==> src/core/port_ctrl_pkg.sv <==
package port_ctrl_pkg;
    // ------------------------------------------------------------
    // Register map
    // ------------------------------------------------------------
    localparam logic [4:0] PORT_BASIC_CONTROL_ADDR = 5'h00;
    localparam int SPEED_BIT = 13;
    localparam int AN_EN_BIT = 12;
    localparam int PWR_DOWN_BIT = 11;
    localparam int ISOLATE_BIT = 10;
    localparam int AN_RESTART_BIT = 9;
    localparam int DUPLEX_BIT = 8;
    localparam int COL_TEST_BIT = 7;
    localparam logic [15:0] RDATA_IDLE = 16'h0000;

    // ------------------------------------------------------------
    // Collision test timing
    // ------------------------------------------------------------
    localparam int CLK_PERIOD_NS = 20;
    localparam int BIT_TIME_NS = 10;
    localparam int COL_ASSERT_BIT_TIMES = 512;
    localparam int COL_DEASSERT_BIT_TIMES = 4;
    // Longest times round down; the faster bit rate is the binding one
    localparam int COL_ASSERT_CYCLES = COL_ASSERT_BIT_TIMES * BIT_TIME_NS / CLK_PERIOD_NS;
    localparam int COL_DEASSERT_CYCLES = COL_DEASSERT_BIT_TIMES * BIT_TIME_NS / CLK_PERIOD_NS;

    // ------------------------------------------------------------
    // Carriers
    // ------------------------------------------------------------
    typedef struct packed {
        logic speed_100;
        logic full_duplex;
    } port_mode_s;

    typedef struct packed {
        logic write;
        logic [4:0] addr;
        logic [15:0] wdata;
    } mgmt_req_s;
endpackage

==> src/core/phy_basic_mode_control_low.sv <==
`timescale 1ns/10ps
`default_nettype none
module phy_basic_mode_control_low #(
    parameter int ADDR_W = 5
) (
    input wire logic i_clk_sys,
    input wire logic i_reset,
    input wire logic i_strap_speed_100,
    input wire logic i_strap_full_duplex,
    input wire logic i_strap_an_enable,
    input wire logic i_mgmt_valid,
    input wire port_ctrl_pkg::mgmt_req_s i_mgmt_req,
    output logic [15:0] o_mgmt_rdata,
    input wire logic i_power_down_low_pin,
    input wire port_ctrl_pkg::port_mode_s i_an_result,
    input wire logic i_an_started,
    output logic o_an_restart,
    output logic o_an_enable,
    output port_ctrl_pkg::port_mode_s o_port_mode,
    output logic o_power_down,
    output logic o_isolate,
    input wire logic i_tx_en,
    output logic o_col
);
    import port_ctrl_pkg::*;

    localparam int ASSERT_MAX = COL_ASSERT_CYCLES;
    localparam int DEASSERT_MAX = COL_DEASSERT_CYCLES;

    // Only the five-bit address field of the serial frame is decoded
    if (ADDR_W != $bits(PORT_BASIC_CONTROL_ADDR)) begin : g_addr_w_check
        $error("Management address must be 5 bits wide");
    end

    // ------------------------------------------------------------
    // Pin synchroniser for the power-down pin
    // ------------------------------------------------------------
    logic [2:0] pd_sync_r;
    logic pin_pd_r;
    logic pin_pd_nxt;

    always_ff @(posedge i_clk_sys) begin
        if (i_reset) begin
            pd_sync_r <= 3'h7;
        end else begin
            pd_sync_r <= {pd_sync_r[1:0], i_power_down_low_pin};
        end
    end

    // Counts a change only once stages two and three agree
    assign pin_pd_nxt = (pd_sync_r[1] == pd_sync_r[2]) ? ~pd_sync_r[2] : pin_pd_r;

    always_ff @(posedge i_clk_sys) begin
        if (i_reset) begin
            pin_pd_r <= 1'b0;
        end else begin
            pin_pd_r <= pin_pd_nxt;
        end
    end

    // ------------------------------------------------------------
    // Register writes
    // ------------------------------------------------------------
    logic speed_r;
    logic an_en_r;
    logic pwr_down_r;
    logic isolate_r;
    logic restart_r;
    logic duplex_r;
    logic col_test_r;
    logic hit;
    logic wr;
    logic rd;
    logic an_off_wr;
    logic pd_eff;
    logic restart_set;
    logic restart_nxt;
    logic [15:0] reg_view;

    assign hit = i_mgmt_req.addr == PORT_BASIC_CONTROL_ADDR;
    assign wr = i_mgmt_valid && i_mgmt_req.write && hit;
    assign rd = i_mgmt_valid && !i_mgmt_req.write && hit;

    assign restart_set = wr && i_mgmt_req.wdata[AN_RESTART_BIT] && i_mgmt_req.wdata[AN_EN_BIT];

    // disabling negotiation drops a pending restart in the same step
    // so the bit never reads 1 while the enable bit reads 0
    assign an_off_wr = wr && !i_mgmt_req.wdata[AN_EN_BIT];

    // zero write ignored
    // A fresh request in the cycle of the start wins over the self clear
    assign restart_nxt = restart_set ? 1'b1 : (i_an_started || an_off_wr || !an_en_r) ? 1'b0 : restart_r;

    always_ff @(posedge i_clk_sys) begin
        if (i_reset) begin
            speed_r <= i_strap_speed_100;
            duplex_r <= i_strap_full_duplex;
            an_en_r <= i_strap_an_enable;
            pwr_down_r <= 1'b0;
            isolate_r <= 1'b0;
            col_test_r <= 1'b0;
        end else if (wr) begin
            speed_r <= i_mgmt_req.wdata[SPEED_BIT];
            duplex_r <= i_mgmt_req.wdata[DUPLEX_BIT];
            an_en_r <= i_mgmt_req.wdata[AN_EN_BIT];
            pwr_down_r <= i_mgmt_req.wdata[PWR_DOWN_BIT];
            isolate_r <= i_mgmt_req.wdata[ISOLATE_BIT];
            col_test_r <= i_mgmt_req.wdata[COL_TEST_BIT];
        end
    end

    always_ff @(posedge i_clk_sys) begin
        if (i_reset) begin
            restart_r <= 1'b0;
        end else begin
            restart_r <= restart_nxt;
        end
    end

    // ------------------------------------------------------------
    // Read path
    // ------------------------------------------------------------
    // bit or pin
    assign pd_eff = pwr_down_r | pin_pd_r;

    always_comb begin
        reg_view = RDATA_IDLE;
        reg_view[SPEED_BIT] = speed_r;
        reg_view[AN_EN_BIT] = an_en_r;
        reg_view[PWR_DOWN_BIT] = pd_eff;
        reg_view[ISOLATE_BIT] = isolate_r;
        reg_view[AN_RESTART_BIT] = restart_r;
        reg_view[DUPLEX_BIT] = duplex_r;
        reg_view[COL_TEST_BIT] = col_test_r;
    end

    // Reads are answered only in the cycle after a read strobe to this address; other cycles return RDATA_IDLE;
    // the register block stays live through power down and isolation
    always_ff @(posedge i_clk_sys) begin
        if (i_reset) begin
            o_mgmt_rdata <= RDATA_IDLE;
        end else begin
            o_mgmt_rdata <= rd ? reg_view : RDATA_IDLE;
        end
    end

    // ------------------------------------------------------------
    // Port mode and controls
    // ------------------------------------------------------------
    port_mode_s mode_nxt;

    assign mode_nxt = an_en_r ? i_an_result : port_mode_s'{speed_100: speed_r, full_duplex: duplex_r};

    always_ff @(posedge i_clk_sys) begin
        if (i_reset) begin
            o_port_mode <= '0;
            o_power_down <= 1'b0;
            o_isolate <= 1'b0;
        end else begin
            o_port_mode <= mode_nxt;
            o_power_down <= pd_eff;
            o_isolate <= isolate_r;
        end
    end

    assign o_an_restart = restart_r;
    assign o_an_enable = an_en_r;

    // ------------------------------------------------------------
    // Collision test
    // ------------------------------------------------------------
    // Transmit enable comes from same-clock logic; one flop keeps both
    // edges within the 256-cycle rise and 2-cycle fall limits set by 512 and 4 bit times at 100 Mb/s
    always_ff @(posedge i_clk_sys) begin
        if (i_reset) begin
            o_col <= 1'b0;
        end else begin
            o_col <= col_test_r & i_tx_en;
        end
    end
endmodule
`default_nettype wire

==> config.mk <==
export PLATFORM = sky130hd
export DESIGN_NAME = phy_basic_mode_control_low
export DESIGN_NICKNAME = d
export VERILOG_FILES = /design/src/core/port_ctrl_pkg.sv /design/src/core/phy_basic_mode_control_low.sv
export SDC_FILE = /design/constraint.sdc
export NUM_CORES = 1
export LEC_CHECK = 0
export ABC_AREA = 1
export ABC_CLOCK_PERIOD_IN_PS = 860
export BUFFER_PORTS_ARGS = -buffer_cell sky130_fd_sc_hd__buf_2
export CELL_PAD_IN_SITES_DETAIL_PLACEMENT = 1
export CELL_PAD_IN_SITES_GLOBAL_PLACEMENT = 2
export CORE_ASPECT_RATIO = 1.5
export CORE_UTILIZATION = 21
export CTS_CLUSTER_SIZE = 8
export DETAILED_ROUTE_END_ITERATION = 8
export PLACE_DENSITY_LB_ADDON = 0.1
export RECOVER_POWER = 50
export SLEW_MARGIN = 40
export SYNTH_ARGS = -nofsm -noshare
export SYNTH_HDL_FRONTEND = slang
export SYNTH_SLANG_ARGS = --single-unit
==> constraint.sdc <==
create_clock -name i_clk_sys -period 0.86 [get_ports i_clk_sys]
set_input_delay 0.086 -clock i_clk_sys [delete_from_list [all_inputs] [get_ports i_clk_sys]]
set_output_delay 0.086 -clock i_clk_sys [all_outputs]
set_load 0.1 [all_outputs]
==> results.md, run 1 <==
* Status: complete, but fails checks
* Failing checks: negative hold slack, negative setup slack
* Worst r2r src: o_an_enable
* Vias per cell at 3.96
* Initial antenna violation count at 0
* Initial Util at 22.3%
* Largest area contributor in the netlist: dfxtp_1
* Synth async-reset ratio at 0%
* Dpl cells at 190
* Final setup fails at 17
* Gpl congestion at slightly above 0.7
* Number of global-route vias before repair at 800
* Die W at 55.2 um
* Worst setup EP type: output port
* Clock power share at 29.1%
* Top Registers: o_mgmt_rdata (7), pd_sync_r (3), o_port_mode (2)
* CP Cell Sequence: buf_12
* Die height at 81.8 um
* Post-route minimum period at between 1 and 1.5 ns
* Residual DRC at 0
* Unique masters post-synth at 17
* PnR worst setup slack at -0.145 ns
* Post-synth EDFFs at 3
* Placed cell area at 1350 um2
* Tcrit/Tclk final at 117%
* Syn avg cell area at 8.50 um2
* Sum Neg Setup Slack at -0.433 ns
* # Max-Cap Violations at 0
* Syn. warnings at 0
* DR pass1 iterations at 3
* Die ar. at around 4500 um2
* Cell-internal power at 1.59 mW
* Cts bufs inserted at 3
* Longest Clk Path Bufs at 2
* Nets at 186
* Setup crit start: o_an_enable
* GRT Residual Overflow at 0
* Min Hold Slack at -0.0000277 ns
* Startpoint Class: flop
* Critical-path top delay cell: edfxtp_1
* Power Density at around 1600 nW/um2
* Fmax at between 0.9 and 1 GHz
* Top-area cell type share of the netlist area at 44.9%
* Sequential Power Share at 49.0%
* Setup CP Type: flop to output port
* Fin. max-slew vios at 0
* Synth area leaders: dfxtp_1 (45%), edfxtp_1 (10%), buf_4 (9.3%)
* Routed WL at between 2 and 2.5 mm
* Diode count at 0
* Combinational share of power at a little over a fifth
* Worst Path Max Fanout at 3
* First-pass GRT wire length at 3.48 mm
* Register area share after synthesis at 55.0%
* H-tree depth at 1
* Final core occ at a little over a third
* Iter 0 DRT Violations at 5
* Worst Skew at between 0.0004 and 0.0005 ns
* Hold Crit Class: primary input to flop
* Avg WL per Cell at 10.2 um
* Total GRT Usage at under 10%
* Peak supply drop at 0.791 mV
* Static leakage at between 0.6 and 0.7 nW
* Fin area at 1420 um2
* Post-DP HPWL at 1.63 mm
* Synthesized area at 892 um2
* Fin. Hold Viols at 1
* DR vias at 780
* ANT nets after route at 0
* P&R area growth vs syn at 59.6%
* Switch share at 31.5%
* Beginning of the worst hold path: i_power_down_low_pin
* Clock latency at the later pin of the worst-skew pair at 0.26 ns
* Count of buffers from port buffering at 37
* Crit-path max cell delay at 0.45 ns
* Pwr Total at 2.32 mW
* Number of top-level pins at between 50 and 60
* RSZ-0062 raised after global routing: true
* Max FFs per register at 7
* Area of the core at 3990 um2
* CTS Sinks at 23
* FP Rows at 28
* Worst path top cell family by delay: flip-flops
* WP data arrival at roughly 0.9 ns
* WP data required at 0.77 ns
* Pin count of the biggest net entering global routing at 13
* Main synth FF type: dfxtp_1
* Clk pin slew, worst setup/hold paths at 0.08 ns
* Number of synthesized register bits at 23
* Cells after synthesis at between 100 and 150
* Net switching power at 0.729 mW
* Fin cells at 197
* CTS tree: yes
* Largest Register: o_mgmt_rdata
* Clk root buf: clkbuf_8
* Sum of buffers and inverters on the critical path at 1
* Pre-CTS setup slack at -0.105 ns
* Layout cells sized above 1 at between 40% and 50%
[power groups by stage]
stage / registers [mW] / logic (mW) / clock network (mW)
detailed placement: 1.16 / 0.497 / 0
global placement: 1.16 / 0.491 / 0
CTS: 1.14 / 0.514 / 0.693
global route: 1.14 / 0.537 / 0.740
floorplan: 1.26 / 0.281 / 0
finish: 1.14 / 0.507 / 0.675
[layer usage]
metal | GRT usage [%] | up-vias | part of all wire (%)
met2 | 19.0 | 34 | 52
met5 | 0 | - | 0
li1 | - | 392 | -
met1 | 9.89 | 350 | 39
met4 | 5.25 | 0 | 2.0
met3 | 1.89 | 4 | 6.7
[synth_stat cells (2+ instances only)]
cell type  instances
inv_1             10
a21oi_1            3
nor2_1            20
or2_2              2
edfxtp_1           3
buf_4             11
nand3b_1           4
dfxtp_1           20
nand2_1           21
inv_2              2
o21ai_1            3
[final cells by class]
type,instances,area (um2)
Clock buffer,4,45.0
Fill cell,491,2570
Inverter,13,51.3
Multi-Input combinational cell,66,304
Sequential cell,23,509
Tap cell,45,56.3
Timing Repair Buffer,46,458
[logic make-up after synthesis]
logic type / synth area share (%)
simple gates: 26.5
other cells: 0.420
flops: 55.0
buf+inv: 14.7
compound gates: 3.37
[worst paths after layout]
path                                endpoint  slack, ns  cells past startpoint
worst max register to register  o_an_restart      -0.09                      5
worst max-delay path             o_an_enable      -0.15                      1
worst min-delay path            pd_sync_r[0]   -0.00003                      2
worst min register to register      pin_pd_r       0.41                      1
[repair_timing]
item	CTS	global route
setup buffers	3	0
cloned	0	0
pin swaps	0	1
endpoints found under the setup margin	15	18
resized for setup	2	1
hold buffers	0	0
[cell usage in the layout, fill, tap and decap left out]
cell | Yosys | layout
buf_12 | 0 | 14
nand3_4 | 1 | 1
o21ai_1 | 3 | 3
clkinv_1 | 1 | 1
clkbuf_1 | 0 | 3
inv_2 | 2 | 1
clkbuf_8 | 0 | 3
nand2_1 | 21 | 21
nand3b_1 | 4 | 4
dfxtp_4 | 0 | 1
a21oi_1 | 3 | 2
or2_2 | 2 | 2
inv_1 | 10 | 10
inv_4 | 0 | 1
nand3_1 | 1 | 1
edfxtp_1 | 3 | 3
nor2_4 | 1 | 1
nor2_1 | 20 | 20
buf_2 | 0 | 22
conb_1 | 1 | 9
a21oi_2 | 0 | 1
nand4_1 | 1 | 1
buf_4 | 11 | 8
dfxtp_1 | 20 | 7
dfxtp_2 | 0 | 12
Power figures use the tool's default switching activity.
==> inputs of run 2 (changes only) <==
Settings changed: ABC_AREA 1 to not set, CORE_UTILIZATION 21 to 22.
==> run 2 against run 1 <==
  * The run ends with negative setup slack left
  * Cell area is 4.8% higher
  * Synthesized area fell by 2.0%
  * Via count shrank 9.7%
  * Clock skew increased by 0.00067 ns
  * Maximum frequency shrank 18%
  * Synthesized cell count down 22%
  * Sequential share of layout area shrank 1.9 points
  * Utilization up 4.2 points
  * Die area decreased by 6.2%
  * Setup slack got worse by 0.23 ns
  * Register-to-register slack improved by 0.02 ns
  * Largest power group unchanged
  * Highest routed layer unchanged
==> results.md, run 2 <==
* Status: complete, but fails checks
* Failing checks: negative setup slack
* Worst setup EP type: flop
* Diode count at 0
* Worst Path Max Fanout at 3
* WP data arrival at 1.42 ns
* Layout cells sized above 1 at 59.1%
* Fin. max-slew vios at 0
* Initial antenna violation count at 0
* Startpoint Class: primary input
* Hold Crit Class: primary input to flop
* Longest Clk Path Bufs at 2
* Largest Register: o_mgmt_rdata
* Syn. warnings at 0
* Min Hold Slack at ~0.029 ns
* Count of buffers from port buffering at 37
* CTS tree: yes
* Synth area leaders: dfxtp_1 (46%), edfxtp_1 (10%), buf_4 (7.7%)
* Number of global-route vias before repair at 692
* Number of top-level pins at between 50 and 60
* # Max-Cap Violations at 0
* Total GRT Usage at around a tenth
* Synthesized area at 875 um2
* Iter 0 DRT Violations at 1
* Vias per cell at between 4 and 5
* DR vias at 704
* Top-area cell type share of the netlist area at between 40% and 50%
* Pin count of the biggest net entering global routing at 14
* Sum of buffers and inverters on the critical path at 1
* Setup CP Type: primary input to flop
* Commonest non-fill, non-tap cells in the layout: buf_2 (21), buf_12 (14), dfxtp_2 (12), conb_1 (9), dfxtp_1 (8)
* Final setup fails at 29
* Worst Skew at approximately 0.0012 ns
* Most common cell in the synthesized netlist: dfxtp_1
* Largest area contributor in the netlist: dfxtp_1
* Fmax at a little over 0.8 GHz
* Cts bufs inserted at 3
* Residual DRC at 0
* Main synth FF type: dfxtp_1
* Clock latency at the later pin of the worst-skew pair at between 0.2 and 0.3 ns
* Commonest cells in the netlist: dfxtp_1 (20), buf_4 (9), nand2b_1 (7), nor2_1 (7)
* Pre-CTS setup slack at -0.684 ns
* Cells after synthesis at a little over 80
* Max FFs per register at 7
* Final core occ at 39.8%
* Worst path top cell family by delay: simple AND/OR/NAND/NOR gates
* Die height at about 79 um
* Unique masters post-synth at 22
* Clk root buf: clkbuf_8
* DR pass1 iterations at 2
* Post-DP HPWL at 1.51 mm
* Post-synth EDFFs at 3
* Initial Util at between 20% and 30%
* Nets at 166
* Routed WL at roughly 1.9 mm
* Register area share after synthesis at a little under three fifths
* Number of synthesized register bits at 23
* ANT nets after route at 0
* GRT Residual Overflow at 0
* Gpl congestion at 0.685
* Crit-path max cell delay at 0.54 ns
* Top Registers: o_mgmt_rdata (7), pd_sync_r (3), o_port_mode (2)
* Critical-path top delay cell: or4_4
* Area of the core at 3750 um2
* Peak supply drop at 0.733 mV
* Clk pin slew, worst setup/hold paths at 0.08 ns
* Fin. Hold Viols at 0
* Most used cell, CP: or4_4
* Commonest non-fill, non-tap cell in the layout: buf_2
* Post-route minimum period at 1.23 ns
* CTS Sinks at 23
* WP data required at 1.05 ns
* Static leakage at 0.651 nW
* RSZ-0062 raised after global routing: true
* Avg WL per Cell at 10.8 um
* Synth async-reset ratio at 0%
* Die ar. at approximately 4200 um2
* P&R area growth vs syn at 70.7%
* Die W at 53.5 um
* H-tree depth at 1
* PnR worst setup slack at -0.372 ns
* FP Rows at 27
* CP Cell Sequence: buf_6, or4_4, or4_4, a221oi_2
* Power Density at 1550 nW/um2
* First-pass GRT wire length at 2.92 mm
* Tcrit/Tclk final at 143%
* Syn avg cell area at 10.7 um2
run 2: path summary, 6_finish.rpt:
check / from / to / slack, ns / cells after the start
max: i_mgmt_req[17] / o_an_restart / -0.37 / 4
min: i_tx_en / o_col / 0.03 / 3
max reg2reg: o_an_enable / o_an_restart / -0.07 / 3
min reg2reg: pd_sync_r[0] / pd_sync_r[1] / 0.43 / 1
run 2: per-layer routing:
layer	GRT usage (%)	routed length, um	up-vias
li1	-	-	346
met3	1.92	122	5
met2	16.9	1030	30
met4	8.68	66	0
met1	9.66	665	323
met5	0	0	-
run 2: cells by family (layout without fill, tap and decap cells):
logic type      Yosys count  count (layout)  share of synthesized area (%)
flops                    23              23                           56.1
other cells               1               9                          0.429
simple gates             34              34                           22.5
mux                       7               7                           8.30
compound gates            3               3                           2.86
buf+inv                  14              56                           9.87
run 2: worst reg2reg max path: cells and delay by family (launching register included):
kind                   cells  cell delay, ns
AOI/OAI and AO/OA          1            0.23
buffers and inverters      1            0.13
DFF                        1            0.40
and+or+nand+nor            1            0.10
run 2: power breakdown:
| part | internal, mW | switching [mW] | leakage [nW] |
|---|---|---|---|
| logic | 0.160 | 0.348 | 0.428 |
| clock network | 0.324 | 0.350 | 0.0255 |
| registers | 1.12 | 0.0182 | 0.197 |
run 2: metrics by stage:
stage / TNS, ns / std cells / cell area (um2) / power, mW
final: -4.84 / 175 / 1490 / 2.32
after global routing: -5.97 / 175 / 1490 / 2.43
after CTS: -5.06 / 175 / 1480 / 2.36
after detailed placement: -9.01 / 169 / 1390 / 1.65
after global placement: -8.70 / 169 / 1390 / 1.65
after floorplan: -6.83 / 90 / 943 / 1.52
run 2: what timing repair did:
| action | 4_1_cts | 5_1_grt |
|---|---|---|
| endpoints found under the setup margin | 27 | 30 |
| cloned | 0 | 0 |
| hold buffers | 1 | 0 |
| endpoints found under the hold margin | 1 | 0 |
| resized for setup | 6 | 5 |
| buffers inserted | 1 | 0 |
| pin swaps | 3 | 3 |
run 2: cell type report:
class	instances	area, um2
clock inverters	1	5.00
repair buffers	49	505
well taps	43	53.8
flip-flops and latches	23	505
fillers	433	2260
multi-input cells	53	370
inverters	3	11.3
clock buffers	3	41.3
==> inputs of run 3 (changes only) <==
Settings changed: CELL_PAD_IN_SITES_DETAIL_PLACEMENT 1 to 0, CELL_PAD_IN_SITES_GLOBAL_PLACEMENT 2 to 1, CORE_UTILIZATION 22 to 25, SLEW_MARGIN 40 to 10.
==> run 3 against run 2 <==
  * The run still ends with negative setup slack left
  * Cell area shrank 0.17%
  * First-iteration DRC count grew to 9.0 times the previous value
  * Clock power shrank 5.2%
  * Critical path type unchanged
  * Largest cell class unchanged
  * Largest power group unchanged
  * Highest routed layer unchanged
==> results.md, run 3 (synthesis results as in run 2) <==
* P&R area growth vs syn at 70.4%
* Fmax at around 0.82 GHz
* Pin count of the biggest net entering global routing at 13
* GR peak layer: met2
* CTS Sinks at 23
* PnR worst setup slack at -0.359 ns
* Worst Path Max Fanout at 2
* Max FFs per register at 7
* Nets at 164
* ANT nets after route at 0
* Initial antenna violation count at 0
* Die ar. at 3740 um2
* Storage cell area at 505 um2
* Largest Register: o_mgmt_rdata
* Cts bufs inserted at 3
* Clock power share at 27.9%
* Top Registers: o_mgmt_rdata (7), pd_sync_r (3), o_port_mode (2)
* Iter 0 DRT Violations at 9
* Die height at approximately 74 um
* Static leakage at 0.648 nW
* Clk pin slew, worst setup/hold paths at 0.08 ns
* Failing checks: negative setup slack
* FP Rows at 26
* Clk root buf: clkbuf_8
* Fin. Hold Viols at 0
* Peak supply drop at 0.629 mV
* # Max-Cap Violations at 0
* RSZ-0062 raised after global routing: true
* Commonest non-fill, non-tap cell in the layout: buf_2
* Residual DRC at 0
* Multi-input gate area at 383 um2
* Power Density at ~1500 nW/um2
* Count of buffers from port buffering at 37
* Combinational share of power at about 22%
* Hold_buf cts at 0
* DR pass1 iterations at 4
* Status: complete, but fails checks
* Final core occ at 44.0%
* Longest Clk Path Bufs at 2
* Number of top-level pins at 56
* Cell-internal power at ~1.6 mW
* Gpl congestion at ~0.75
* Final setup fails at 20
* Switch share at 29.7%
* Met1 usage in global routing at 10.8%
* Post-route minimum period at around 1.2 ns
* Initial Util at 25.9%
* Total GRT Usage at 10.7%
* Net switching power at 0.677 mW
* Met3 Use GR at under 10%
* Fin. max-slew vios at 0
* Pwr Total at between 2 and 2.5 mW
* Hold Crit Class: primary input to flop
* Startpoint Class: primary input
* Number of fill cells at 337
* H-tree depth at 1
* First-pass GRT wire length at ~2.9 mm
* Sequential Power Share at 49.9%
* Routed WL at between 1.5 and 2 mm
* GRT Residual Overflow at 0
* Tcrit/Tclk final at 142%
* DR vias at 681
* WP data arrival at 1.40 ns
* Worst Skew at between 0.003 and 0.004 ns
* Number of global-route vias before repair at 683
* Diode count at 0
* Worst setup EP type: flop
* Layout cells sized above 1 at 59.2%
* Avg WL per Cell at 10.2 um
* Area of the core at 3380 um2
* Die W at 50.3 um
* Met2 Usage GRT at roughly a fifth
* WP data required at 1.04 ns
* Commonest non-fill, non-tap cells in the layout: buf_2 (21), buf_12 (14), dfxtp_2 (12), conb_1 (9), dfxtp_1 (8)
* Worst R2R Setup Slack at -0.07 ns
* Pre-CTS setup slack at -0.670 ns
* CTS tree: yes
* Clock latency at the later pin of the worst-skew pair at 0.25 ns
* Post-DP HPWL at 1.38 mm
* Setup CP Type: primary input to flop
* Vias per cell at 3.96
==> run 3: cell types whose count changed in the layout (fill, tap and decap cells not counted), sizes merged <==
cell / delta
buf: -1
clkbuf: +1
clkinv: -1
dlygate4sd3: -1
==> run 3: per-stage QoR <==
stage	cell area, um2	cells	setup TNS, ns	hold WS, ns
3_3_place_gp	1370	166	-8.21	0.271
5_1_grt	1490	172	-5.07	0.0175
2_1_floorplan	943	90	-6.83	0.157
4_1_cts	1460	171	-4.14	0.0101
6_report	1490	172	-3.96	0.0263
3_5_place_dp	1370	166	-8.39	0.284
==> run 3: final timing paths <==
check / start / end / depth (start not counted)
setup / recovery: i_mgmt_req[17] / o_an_restart / 4
hold / removal: i_power_down_low_pin / pd_sync_r[0] / 2
setup reg to reg: o_an_enable / o_an_restart / 3
hold reg to reg: pd_sync_r[0] / pd_sync_r[1] / 1
==> run 3: what timing repair did <==
item | in CTS | in global routing
buffers inserted | 1 | 1
pin swaps | 9 | 4
resized for setup | 9 | 4
endpoints found under the setup margin | 28 | 30
==> run 3: power groups by stage <==
stage | registers (mW) | logic, mW | clock network, mW
after floorplan | 1.26 | 0.268 | 0
after global placement | 1.17 | 0.477 | 0
after detailed placement | 1.17 | 0.480 | 0
after CTS | 1.14 | 0.505 | 0.678
after global routing | 1.14 | 0.532 | 0.710
final | 1.14 | 0.507 | 0.638
==> run 3: metal layers <==
| metal | share of wire (%) | vias to the layer above |
|---|---|---|
| li1 | - | 345 |
| met1 | 36 | 311 |
| met2 | 57 | 23 |
| met3 | 5.7 | 2 |
| met4 | 1.5 | 0 |
| met5 | 0 | - |
==> run 3: final cells by class <==
type	count	area share [%]
flip-flops and latches	23	33.9
repair buffers	47	33.1
multi-input cells	53	25.7
well taps	42	3.53
inverters	3	0.756
clock buffers	4	3.02
==> run 3: worst max-delay path, cell delays in order <==
cell      delay, ns
buf_6          0.09
or4_4          0.53
or4_4          0.49
a221oi_2       0.20
